<file path="src/verilog/sas_pkg.sv">
`default_nettype none
package sas_pkg;
	// register indices; byte address is four times the index
	localparam logic [7:0] IDX_RES_HI = 8'h1e;
	localparam logic [7:0] IDX_CTRL   = 8'h1f;
	localparam logic [7:0] IDX_RES_LO = 8'h9e;
	localparam logic [7:0] IDX_PINCLK = 8'h9f;
	localparam logic [7:0] IDX_DONE   = 8'h0c;
	localparam int         ADDR_W     = 10;
	// converter_control fields
	localparam int CTL_JUSTIFY = 7;
	localparam int CTL_REF     = 6;
	localparam int CTL_CHAN    = 2;
	localparam int CTL_GO      = 1;
	localparam int CTL_ON      = 0;
	// analog_pin_and_clock_select fields
	localparam int ANS_CLK     = 4;
	localparam int ANS_PINS    = 0;
	// done register fields
	localparam int DONE_FLAG   = 0;
	localparam int DONE_IE     = 1;
	// reset values
	localparam logic [7:0] CTRL_RST  = 8'h00;
	localparam logic [7:0] PINCLK_RST = 8'h0f;
	// conversion timing
	localparam int RES_BITS     = 10;
	localparam int CONV_TADS    = 11;
	localparam int ABORT_TADS   = 2;
	localparam int CLK_HZ       = 100_000_000;
	localparam int RC_MAX_KHZ   = 500;
	localparam int RC_CYCLES    = (CLK_HZ / 1000 + RC_MAX_KHZ - 1) / RC_MAX_KHZ;
	localparam int INSTR_CYC    = 4;
	localparam int CNT_W        = 8;
	typedef enum logic [1:0] {
		SAS_IDLE,
		SAS_WAIT_INSTR,
		SAS_CONV,
		SAS_HOLDOFF
	} sas_state_t;
endpackage : sas_pkg
`default_nettype wire

</file>
<file path="src/verilog/sas_sar_adc_sequencer.sv">
// Contract
// - each conversion yields a 10-bit successive-approximation value held in result pair
// - two-bit channel select routes input 0..3 to the sample-and-hold
// - reference bit 1 uses external reference pin, 0 uses supply
// - a full conversion lasts exactly eleven conversion-clock periods
// - clock select decodes /2,/4,/8,/16,/32,/64; codes ending 11 pick internal RC
// - writing go 1 starts conversion; go reads 1 while busy, else 0
// - at end: go clears, done flag sets, interrupt raised when enabled
// - clearing go mid-conversion aborts; result keeps previous completed value
// - after abort wait two conversion-clock periods, then acquisition restarts automatically
// - justify bit 1 gives right-justified result, 0 left-justified
// - converter-on 1 powers the module; 0 shuts it off
// - analog select 1 disables the pin's digital buffer, pull-up, change interrupt
// - hold capacitor is never discharged automatically between conversions
// - internal RC conversion clock runs at 500 kHz at most
// - control register bits 5 and 4 read as zero
// - sleep with non-RC clock aborts conversion, powers off, converter-on stays set
// - with internal RC clock, wait one instruction before conversion starts
// - reset turns converter off, aborts conversion, leaves result unchanged
//
// Our own choice: the Avalon-MM interface to the registers.
`timescale 1ns/1ps
`default_nettype none
module sas_sar_adc_sequencer
	import sas_pkg::*;
#(
	parameter int INSTR_CYCLES = INSTR_CYC,
	parameter int RC_DIV       = RC_CYCLES
) (
	// clock and reset
	input  wire logic              clk,
	input  wire logic              rst,
	// avalon-mm slave
	input  wire logic [ADDR_W-1:0] address,
	input  wire logic              read,
	input  wire logic              write,
	input  wire logic [31:0]       writedata,
	input  wire logic [3:0]        byteenable,
	output logic      [31:0]       readdata,
	output logic                   waitrequest,
	// system
	input  wire logic              sleep,
	output logic                   conv_done_irq,
	// analog front end
	output logic                   afe_power,
	output logic      [1:0]        afe_channel,
	output logic                   afe_ref_ext,
	output logic                   afe_sample,
	output logic      [9:0]        afe_trial,
	input  wire logic              afe_cmp_hi,
	// pins
	output logic      [3:0]        pin_analog_en
);

	if (INSTR_CYCLES < 1 || RC_DIV < 2 || RC_DIV > 256 || INSTR_CYCLES > 256) begin : g_chk
		$error("sas_sar_adc_sequencer: counter parameter out of range");
	end

	typedef struct packed {
		sas_state_t       st;
		logic             justify;
		logic             ref_ext;
		logic [1:0]       chan;
		logic             go;
		logic             on;
		logic [2:0]       clk_sel;
		logic [3:0]       ans;
		logic             done_flag;
		logic             done_ie;
		logic             ack;
		logic [7:0]       rdata;
		logic [CNT_W-1:0] div_cnt;
		logic [3:0]       bit_cnt;
		logic [9:0]       trial;
	} sas_regs_t;

	sas_regs_t      r_q;
	sas_regs_t      r_d;
	logic [9:0]     result_q;
	logic [9:0]     result_d;
	logic           result_we;

	// conversion clock reload count: divisor in core cycles minus one
	function automatic logic [CNT_W-1:0] sas_period_cycles(input logic [2:0] sel);
		logic [CNT_W-1:0] n;
		n = CNT_W'(RC_DIV - 1);
		case (sel)
			3'b000:  n = 8'h01;
			3'b100:  n = 8'h03;
			3'b001:  n = 8'h07;
			3'b101:  n = 8'h0f;
			3'b010:  n = 8'h1f;
			3'b110:  n = 8'h3f;
			default: n = CNT_W'(RC_DIV - 1);
		endcase
		return n;
	endfunction : sas_period_cycles

	function automatic logic sas_is_rc(input logic [2:0] sel);
		return sel[1:0] == 2'b11;
	endfunction : sas_is_rc

	// control readback; bits 5:4 unimplemented
	function automatic logic [7:0] sas_ctrl_byte(input sas_regs_t r);
		logic [7:0] b;
		b                = 8'h00;
		b[CTL_JUSTIFY]   = r.justify;
		b[CTL_REF]       = r.ref_ext;
		b[CTL_CHAN +: 2] = r.chan;
		b[CTL_GO]        = r.go;
		b[CTL_ON]        = r.on;
		return b;
	endfunction : sas_ctrl_byte

	// pin and clock select readback; bit 7 unimplemented
	function automatic logic [7:0] sas_pinclk_byte(input sas_regs_t r);
		logic [7:0] b;
		b                = 8'h00;
		b[ANS_CLK +: 3]  = r.clk_sel;
		b[ANS_PINS +: 4] = r.ans;
		return b;
	endfunction : sas_pinclk_byte

	// done flag and enable readback
	function automatic logic [7:0] sas_done_byte(input sas_regs_t r);
		logic [7:0] b;
		b            = 8'h00;
		b[DONE_FLAG] = r.done_flag;
		b[DONE_IE]   = r.done_ie;
		return b;
	endfunction : sas_done_byte

	logic       hit;
	logic [7:0] idx;
	logic       wr_go;
	logic       sleep_off;
	logic       tick;
	logic [3:0] bitpos;
	logic [7:0] res_hi;
	logic [7:0] res_lo;

	assign idx       = address[ADDR_W-1:2];
	assign hit       = (address[1:0] == 2'b00) && byteenable[0];
	assign sleep_off = sleep && !sas_is_rc(r_q.clk_sel);
	assign tick      = (r_q.div_cnt == '0);
	assign bitpos    = 4'(CONV_TADS - 1) - r_q.bit_cnt;
	assign wr_go     = writedata[CTL_GO];

	// result formatting
	always_comb begin
		if (r_q.justify) begin
			res_hi = {6'h00, result_q[9:8]};
			res_lo = result_q[7:0];
		end else begin
			res_hi = result_q[9:2];
			res_lo = {result_q[1:0], 6'h00};
		end
	end

	always_comb begin
		r_d       = r_q;
		result_d  = result_q;
		result_we = 1'b0;
		r_d.ack   = 1'b0;
		// bus answer one cycle after request seen
		if ((read || write) && !r_q.ack) begin
			r_d.ack   = 1'b1;
			r_d.rdata = 8'h00;
			if (hit && read) begin
				case (idx)
					IDX_CTRL:   r_d.rdata = sas_ctrl_byte(r_q);
					IDX_PINCLK: r_d.rdata = sas_pinclk_byte(r_q);
					IDX_RES_HI: r_d.rdata = res_hi;
					IDX_RES_LO: r_d.rdata = res_lo;
					IDX_DONE:   r_d.rdata = sas_done_byte(r_q);
					default:    r_d.rdata = 8'h00;
				endcase
			end
		end

		// conversion clock divider
		if (r_q.st == SAS_CONV || r_q.st == SAS_HOLDOFF) begin
			if (tick) begin
				r_d.div_cnt = sas_period_cycles(r_q.clk_sel);
			end else begin
				r_d.div_cnt = r_q.div_cnt - 1'b1;
			end
		end

		case (r_q.st)
			SAS_IDLE: begin
			end
			SAS_WAIT_INSTR: begin
				if (tick) begin
					r_d.st      = SAS_CONV;
					r_d.bit_cnt = 4'h0;
					r_d.div_cnt = sas_period_cycles(r_q.clk_sel);
				end else begin
					r_d.div_cnt = r_q.div_cnt - 1'b1;
				end
			end
			SAS_CONV: begin
				if (tick) begin
					if (r_q.bit_cnt == 4'h0) begin
						r_d.trial   = 10'h200;
						r_d.bit_cnt = 4'h1;
					end else begin
						r_d.trial[bitpos] = afe_cmp_hi;
						if (bitpos != 4'h0) begin
							r_d.trial[bitpos-1'b1] = 1'b1;
						end
						r_d.bit_cnt = r_q.bit_cnt + 1'b1;
						if (r_q.bit_cnt == 4'(CONV_TADS - 1)) begin
							result_we = 1'b1;
							result_d  = r_d.trial;
							r_d.go    = 1'b0;
							r_d.done_flag = 1'b1;
							r_d.st    = SAS_IDLE;
						end
					end
				end
			end
			SAS_HOLDOFF: begin
				if (tick) begin
					r_d.bit_cnt = r_q.bit_cnt + 1'b1;
					if (r_q.bit_cnt == 4'(ABORT_TADS - 1)) begin
						r_d.st = SAS_IDLE;
					end
				end
			end
			default: r_d.st = SAS_IDLE;
		endcase

		// register writes, taken when waitrequest is low
		if (write && r_q.ack && hit) begin
			case (idx)
				IDX_CTRL: begin
					r_d.justify = writedata[CTL_JUSTIFY];
					r_d.ref_ext = writedata[CTL_REF];
					r_d.chan    = writedata[CTL_CHAN +: 2];
					r_d.on      = writedata[CTL_ON];
					if (r_q.st == SAS_IDLE && wr_go && r_q.on && writedata[CTL_ON]
						&& !sleep_off) begin
						r_d.go    = 1'b1;
						r_d.trial = 10'h000;
						if (sas_is_rc(r_q.clk_sel)) begin
							r_d.st      = SAS_WAIT_INSTR;
							r_d.div_cnt = CNT_W'(INSTR_CYCLES - 1);
						end else begin
							r_d.st      = SAS_CONV;
							r_d.bit_cnt = 4'h0;
							r_d.div_cnt = sas_period_cycles(r_q.clk_sel);
						end
					end else if (r_q.go && !wr_go && r_d.go) begin
						r_d.go      = 1'b0;
						r_d.st      = SAS_HOLDOFF;
						r_d.bit_cnt = 4'h0;
						r_d.div_cnt = sas_period_cycles(r_q.clk_sel);
						result_we   = 1'b0;
					end
				end
				IDX_PINCLK: begin
					r_d.clk_sel = writedata[ANS_CLK +: 3];
					r_d.ans     = writedata[ANS_PINS +: 4];
				end
				IDX_DONE: begin
					r_d.done_ie = writedata[DONE_IE];
					// set wins over a clear in the same cycle
					if (writedata[DONE_FLAG] && !(result_we && r_d.done_flag)) begin
						r_d.done_flag = 1'b0;
					end
				end
				default: begin
				end
			endcase
		end

		// shutdown or sleep aborts without result
		if (r_q.go && (!r_d.on || sleep_off)) begin
			r_d.go    = 1'b0;
			r_d.st    = SAS_IDLE;
			result_we = 1'b0;
			if (r_q.done_flag == 1'b0) begin
				r_d.done_flag = 1'b0;
			end
		end
	end

	always_ff @(posedge clk or posedge rst) begin
		if (rst) begin
			r_q         <= '0;
			r_q.st      <= SAS_IDLE;
			r_q.justify <= CTRL_RST[CTL_JUSTIFY];
			r_q.ref_ext <= CTRL_RST[CTL_REF];
			r_q.chan    <= CTRL_RST[CTL_CHAN +: 2];
			r_q.go      <= CTRL_RST[CTL_GO];
			r_q.on      <= CTRL_RST[CTL_ON];
			r_q.clk_sel <= PINCLK_RST[ANS_CLK +: 3];
			r_q.ans     <= PINCLK_RST[ANS_PINS +: 4];
		end else begin
			r_q <= r_d;
		end
	end

	// result pair survives reset
	always_ff @(posedge clk) begin
		if (result_we) begin
			result_q <= result_d;
		end
	end

	assign waitrequest   = (read || write) && !r_q.ack;
	assign readdata      = {24'h000000, r_q.rdata};
	assign conv_done_irq = r_q.done_flag && r_q.done_ie;
	assign afe_power     = r_q.on && !sleep_off;
	assign afe_channel   = r_q.chan;
	assign afe_ref_ext   = r_q.ref_ext;
	// acquisition whenever idle and powered; no discharge path
	assign afe_sample    = afe_power && (r_q.st == SAS_IDLE);
	assign afe_trial     = r_q.trial;

	// per-pin analog select; a set bit turns the digital input side off
	for (genvar p = 0; p < 4; p++) begin : g_pin
		assign pin_analog_en[p] = r_q.ans[p];
	end

endmodule : sas_sar_adc_sequencer
`default_nettype wire
</file>
<file path="config.mk">
export PLATFORM = sky130hd
export DESIGN_NAME = sas_sar_adc_sequencer
export DESIGN_NICKNAME = d
export VERILOG_FILES = /design/src/verilog/sas_pkg.sv /design/src/verilog/sas_sar_adc_sequencer.sv
export SDC_FILE = /design/constraint.sdc
export NUM_CORES = 1
export LEC_CHECK = 0
export BUFFER_PORTS_ARGS = -buffer_cell sky130_fd_sc_hd__buf_2
export CAP_MARGIN = 20
export CORE_ASPECT_RATIO = 1.25
export CORE_MARGIN = 2
export CORE_UTILIZATION = 49
export DETAILED_ROUTE_END_ITERATION = 8
export PLACE_DENSITY_LB_ADDON = 0.08
export SETUP_SLACK_MARGIN = 0.3
export SLEW_MARGIN = 20
export SYNTH_ARGS = -nofsm -noshare
export SYNTH_HDL_FRONTEND = slang
export SYNTH_SLANG_ARGS = --single-unit
</file>
<file path="constraint.sdc">
create_clock -name clk -period 2.8 [get_ports clk]
set_input_delay 0.56 -clock clk [delete_from_list [all_inputs] [get_ports clk]]
set_output_delay 0.56 -clock clk [all_outputs]
set_load 0.1 [all_outputs]
</file>
Word-level counts from Yosys, hierarchy flattened
Cells that the tools add are included.
{"block": "word_totals", "regBits": 58, "latch_bits": 0, "mem_bits_rw": 0, "rom_bits": 0, "input_bits": 52, "out_inout_bits": 53, "elab_cells": 147, "memories": 0}
{"block": "classes", "add_sub_neg": 4, "mul": 0, "div_mod_pow": 0, "n_lt_le_gt_ge": 4, "n_eq_ne": 16, "n_shift": 0, "muxes": 66, "bitwise_logic": 2, "n_reduce_logical": 39}
{"operator": "two-way mux 8 bit", "n": 8}
{"operator": "case mux 8 bit (6 select lines)", "n": 1}
{"operator": "two-way mux 22 bit", "n": 2}
{"operator": "case mux 8 bit (5 select lines)", "n": 1}
{"operator": "two-way mux 10 bit", "n": 3}
{"operator": "two-way mux 14 bit", "n": 2}
{"operator": "two-way mux 1 bit", "n": 25}
{"operator": "two-way mux 12 bit", "n": 2}
{"operator": "two-way mux 2 bit", "n": 11}
{"operator": "logical AND 1 bit", "n": 20}
{"operator": "two-way mux 17 bit", "n": 1}
{"operator": "== test 8 x 5 -> 1 bit, second input constant", "n": 2}
{"operator": "== test 8 bit, second input constant", "n": 2}
{"operator": "two-way mux 4 bit", "n": 3}
{"operator": "case mux 4 bit (3 select lines)", "n": 1}
{"operator": "bitwise mux 10 bit", "n": 1}
{"operator": "less-than comparator 4 x 5 -> 1 bit, second input constant", "n": 2}
{"operator": "bitwise OR 10 bit", "n": 1}
{"operator": "== test 3 bit, second input constant", "n": 3}
{"operator": "two-way mux 9 bit", "n": 1}
{"operator": "demux 1 bit (select 4 bit)", "n": 2}
{"operator": "== test 8 x 4 -> 1 bit, second input constant", "n": 1}
{"operator": ">= comparator 4 x 1 -> 1 bit, second input constant", "n": 2}
{"operator": "logical NOT 8 bit", "n": 1}
{"operator": "other kinds (21)", "n": 33}

Depth between registers and ports, before layout
{"block": "logic_depth", "depth_word": 16, "mapped_depth": 11, "depth_no_buf": 11}

Least setup slack after synthesis
No wires, ideal clock.
{"block": "synth_path", "path_type": "input -> output", "start": "input sleep", "end": "output afe_sample", "arrival_ps": 3042, "required_ps": 2240, "slack_ps": -802, "path_stages": 3, "path_buffers": 0, "cell_sequence": "a21boi_0 > nor2b_1 > and2_1"}
{"block": "synth_between", "elab_chain_len": 4}
{"element": "from (decl)", "line_no": "sas_sar_adc_sequencer.sv:42", "text": "input wire logic sleep,"}
{"element": "logical AND 1 bit", "line_no": "sas_sar_adc_sequencer.sv:144", "text": "assign sleep_off = sleep && !sas_is_rc(r_q.clk_sel);"}
{"element": "logical NOT 1 bit", "line_no": "sas_sar_adc_sequencer.sv:315", "text": "assign afe_power = r_q.on && !sleep_off;"}
{"element": "logical AND 1 bit", "line_no": "sas_sar_adc_sequencer.sv:315"}
{"element": "net afe_power", "line_no": "sas_sar_adc_sequencer.sv:45", "text": "output logic afe_power,"}
{"element": "logical AND 1 bit", "line_no": "sas_sar_adc_sequencer.sv:319", "text": "assign afe_sample = afe_power && (r_q.st == SAS_IDLE);"}
{"element": "to (decl)", "line_no": "sas_sar_adc_sequencer.sv:48", "text": "output logic afe_sample,"}
The timed path passes the listed nets, and every way through them passes these cells.

Final worst setup path
{"block": "layout_path", "start": "register r_q[37] in the netlist's numbering", "end": "output afe_sample"}
{"block": "layout_between", "elab_chain_len": 6}
{"element": "from (decl)", "line_no": "sas_sar_adc_sequencer.sv:77", "text": "sas_regs_t r_q;"}
{"element": "from (signal assigned)", "line_no": "sas_sar_adc_sequencer.sv:301", "text": "r_q <= r_d;"}
{"element": "== test 2 bit", "line_no": "sas_sar_adc_sequencer.sv:100", "text": "return sel[1:0] == 2'b11;"}
{"element": "logical NOT 1 bit", "line_no": "sas_sar_adc_sequencer.sv:144"}
{"element": "logical AND 1 bit", "line_no": "sas_sar_adc_sequencer.sv:144"}
{"element": "logical NOT 1 bit", "line_no": "sas_sar_adc_sequencer.sv:315"}
{"element": "logical AND 1 bit", "line_no": "sas_sar_adc_sequencer.sv:315"}
{"element": "logical AND 1 bit", "line_no": "sas_sar_adc_sequencer.sv:319"}
No other way between the ends.

==> summary.txt <==
Yosys cell types = 69
Maximum fanout along the worst path = 8
Number of flops mapped to enable cells by yosys = 10
Final instance area = 0.00469 mm²
Fin crit share = 85.3%
Top-count cell post-synth = buf_4
Layout cells sized above 1 = 26.2%
Synth top area cells = dfrtp_1, buf_4, edfxtp_1
Max incr delay on CP = 0.54 ns
CP bufs+invs = 1
CTS Buf Count = 9
Routability cong. = 0.957
DRT antenna net count = 0
Rows = 37
Skew-Pair Late Insertion Delay = 0.35 ns
Syn_area_per_cell = 9.05 µm²
Cell area after synthesis = 0.00423 mm²
Pwr dens = 386 mW/mm²
Routed wire length = 10.5 mm
CP endpoint kind = output pin
CP Launch Type = flop
RSZ-0062 raised after global routing = true
Number of global-route vias before repair = 3,437
Top post-synthesis cells by count = buf_4, dfrtp_1, nand2_1
Clock skew = 0.0108 ns
Core Area = 0.00829 mm²
Highest Clock Rate = 0.419 GHz
Worst slew pin tran = 0.778 ns
Setup TNS = 0 ns
Die height = 108 µm
Hold Vio Cnt, Final = 0
Die Span X = 87.1 µm
Pin count of the biggest net entering global routing = 49
Area leader, netlist = dfrtp_1
TritonRoute pass-1 iters = 5
M1 WL = 4.60 mm
Top-area cell type share of the netlist area = 26.1%
Worst-path cell chain = a21boi_1 -> nor2b_4 -> and2_2 -> buf_2
Worst Hold Class = in2async
Critical Path RT = 2.24 ns
Final setup fails = 0
Critical path type = reg2out
Initial antenna violation count = 0
Crit path time final = 2.39 ns
Crit path DAT = 1.83 ns
Max cap viols = 0
I/O Buffers = 53
Synthesized instance count = 467
Routed len/inst = 17.0 µm
Placed cell areas = 0.00451 mm²
H-tree depth = 3
Leakage = 2.08 nW
Top FF cell, synth = dfrtp_1
Max-slew violation count = 0
Status = finished, final reports clean
Ant. Diodes = 0
Filler Cells Inserted = 786
Peak supply drop = 0.000211 V
DR vias/cell = 5.84
WL met2 = 5.18 mm
Synthesis-to-layout area growth = 10.9%
Async SR Flop Fraction = 82.8%
Max Buffers Root-to-Sink = 2
Nets = 578
Slew HR = 47.9%
DR vias = 3,605
Inst Count DP = 601
DRC viols = 0
CTS tree = built
Starting density of the core = 51.0%
Die ar. = 0.00939 mm²
IO Pins = 105
Crit-path slowest cell = dfrtp_1
Clock Pin Slew Worst Setup and Hold Paths = 0.07 ns
Detail Route met3 WL = 515 µm
CP top delay family = flip-flops
Gr usage total = 23.4%
CTS Sinks = 58
Flops & latches, synth = 58
Top routing layer in use = met4
Root buffer cell = clkbuf_8
Fin cells = 617
HPWL after detailed placement = 7.99 mm
First-pass GRT wire length = 16.9 mm
Post-CTS Setup Repair Bufs = 0
Seq/Total Area, Yosys = 35.7%
Synth Warn # = 0
Drt first-iter violations = 174
GRT overflow = 0
[logic make-up (layout without fill, tap and decap cells)]
group	after synthesis	in the layout	share of synthesized area, %
AO/OA/AOI/OAI	118	118	18.7
XOR/XNOR	6	6	1.24
adder cells (fa/ha/maj)	11	11	3.26
buffers and inverters	82	112	11.9
flip-flops	58	58	35.7
multiplexers	29	29	7.40
other	1	24	0.0888
AND/OR/NAND/NOR	162	162	21.7
[final timing paths]
check                                   startpoint                      endpoint  slack, ns  cells past startpoint
setup / recovery               r_q[37]$_DFFE_PP0P_                    afe_sample       0.41                      4
hold / removal                                 rst        afe_trial[5]$_DFF_PP0_       0.25                      3
setup reg to reg                 r_q[15]$_DFF_PP0_             r_q[10]$_DFF_PP0_       0.42                     11
hold reg to reg            readdata[6]$_DFFE_PP0P_       readdata[6]$_DFFE_PP0P_       0.49                      1
max in group asynchronous                      rst  pin_analog_en[1]$_DFFE_PP1P_       2.26                      3
min in group clk                      writedata[4]           r_q[37]$_DFFE_PP0P_       0.45                      2
[timing repair]
action | CTS | global route
setup endpoints to repair | 7 | 12
pin swaps | 1 | 0
gates resized for setup | 4 | 2
hold buffers | 0 | 0
cloned | 0 | 0
[where the power goes]
group	leakage [nW]	switching (mW)	internal, mW	total [mW]
Combinational	1.35	0.222	0.0367	0.259
Sequential	0.645	0.00391	0.860	0.864
Clock	0.0851	0.346	0.340	0.686
[layout make-up]
cell class	instances	area, µm²	share of cell area [%]
inverter	17	63.8	1.36
multi-input combinational	350	2350	50.1
timing repair buffer	79	473	10.1
clock buffer	11	141	3.02
tap	97	121	2.59
clock inverter	5	30.0	0.641
sequential	58	1510	32.2
[sequential cells by signal, summed over array words and instances, names as in the netlist]
name / cells
afe_channel: 2
afe_ref_ext: 1
afe_trial: 10
pin_analog_en: 4
r_q: 23
readdata: 8
result_q: 10
[tightest hold or removal path, stage by stage]
cell and delay [ns]:
buf_2 0.10, inv_2 0.06, buf_12 0.26
[metrics by stage]
step                utilization (%)  power (mW)  setup WS [ns]  hold WS (ns)
floorplan                         -        1.13          0.225         0.451
global placement               54.4        1.14          0.278         0.473
detailed placement             54.4        1.14          0.225         0.482
CTS                            56.5        1.83          0.311         0.264
global route                   56.5        1.88          0.256         0.282
finish                         56.5        1.81          0.412         0.252
[metal layers]
| layer | track usage, % | vias to the layer above |
|---|---|---|
| li1 | - | 1752 |
| met3 | 4.68 | 10 |
| met4 | 8.93 | 0 |
| met2 | 38.4 | 107 |
| met1 | 30.0 | 1736 |
| met5 | 0 | - |
[cell usage in the layout, fill, tap and decap left out, drive strengths merged, types with 10 or more instances in the layout]
master	count
mux2	15
edfxtp	10
a21oi	17
nand2	42
nor2	21
o21ai	37
ha	11
clkbuf	11
buf	79
inv	17
and3	10
mux2i	14
dfrtp	44
conb	24
nand3	24
Note: power is estimated with default switching activity, not from simulation.
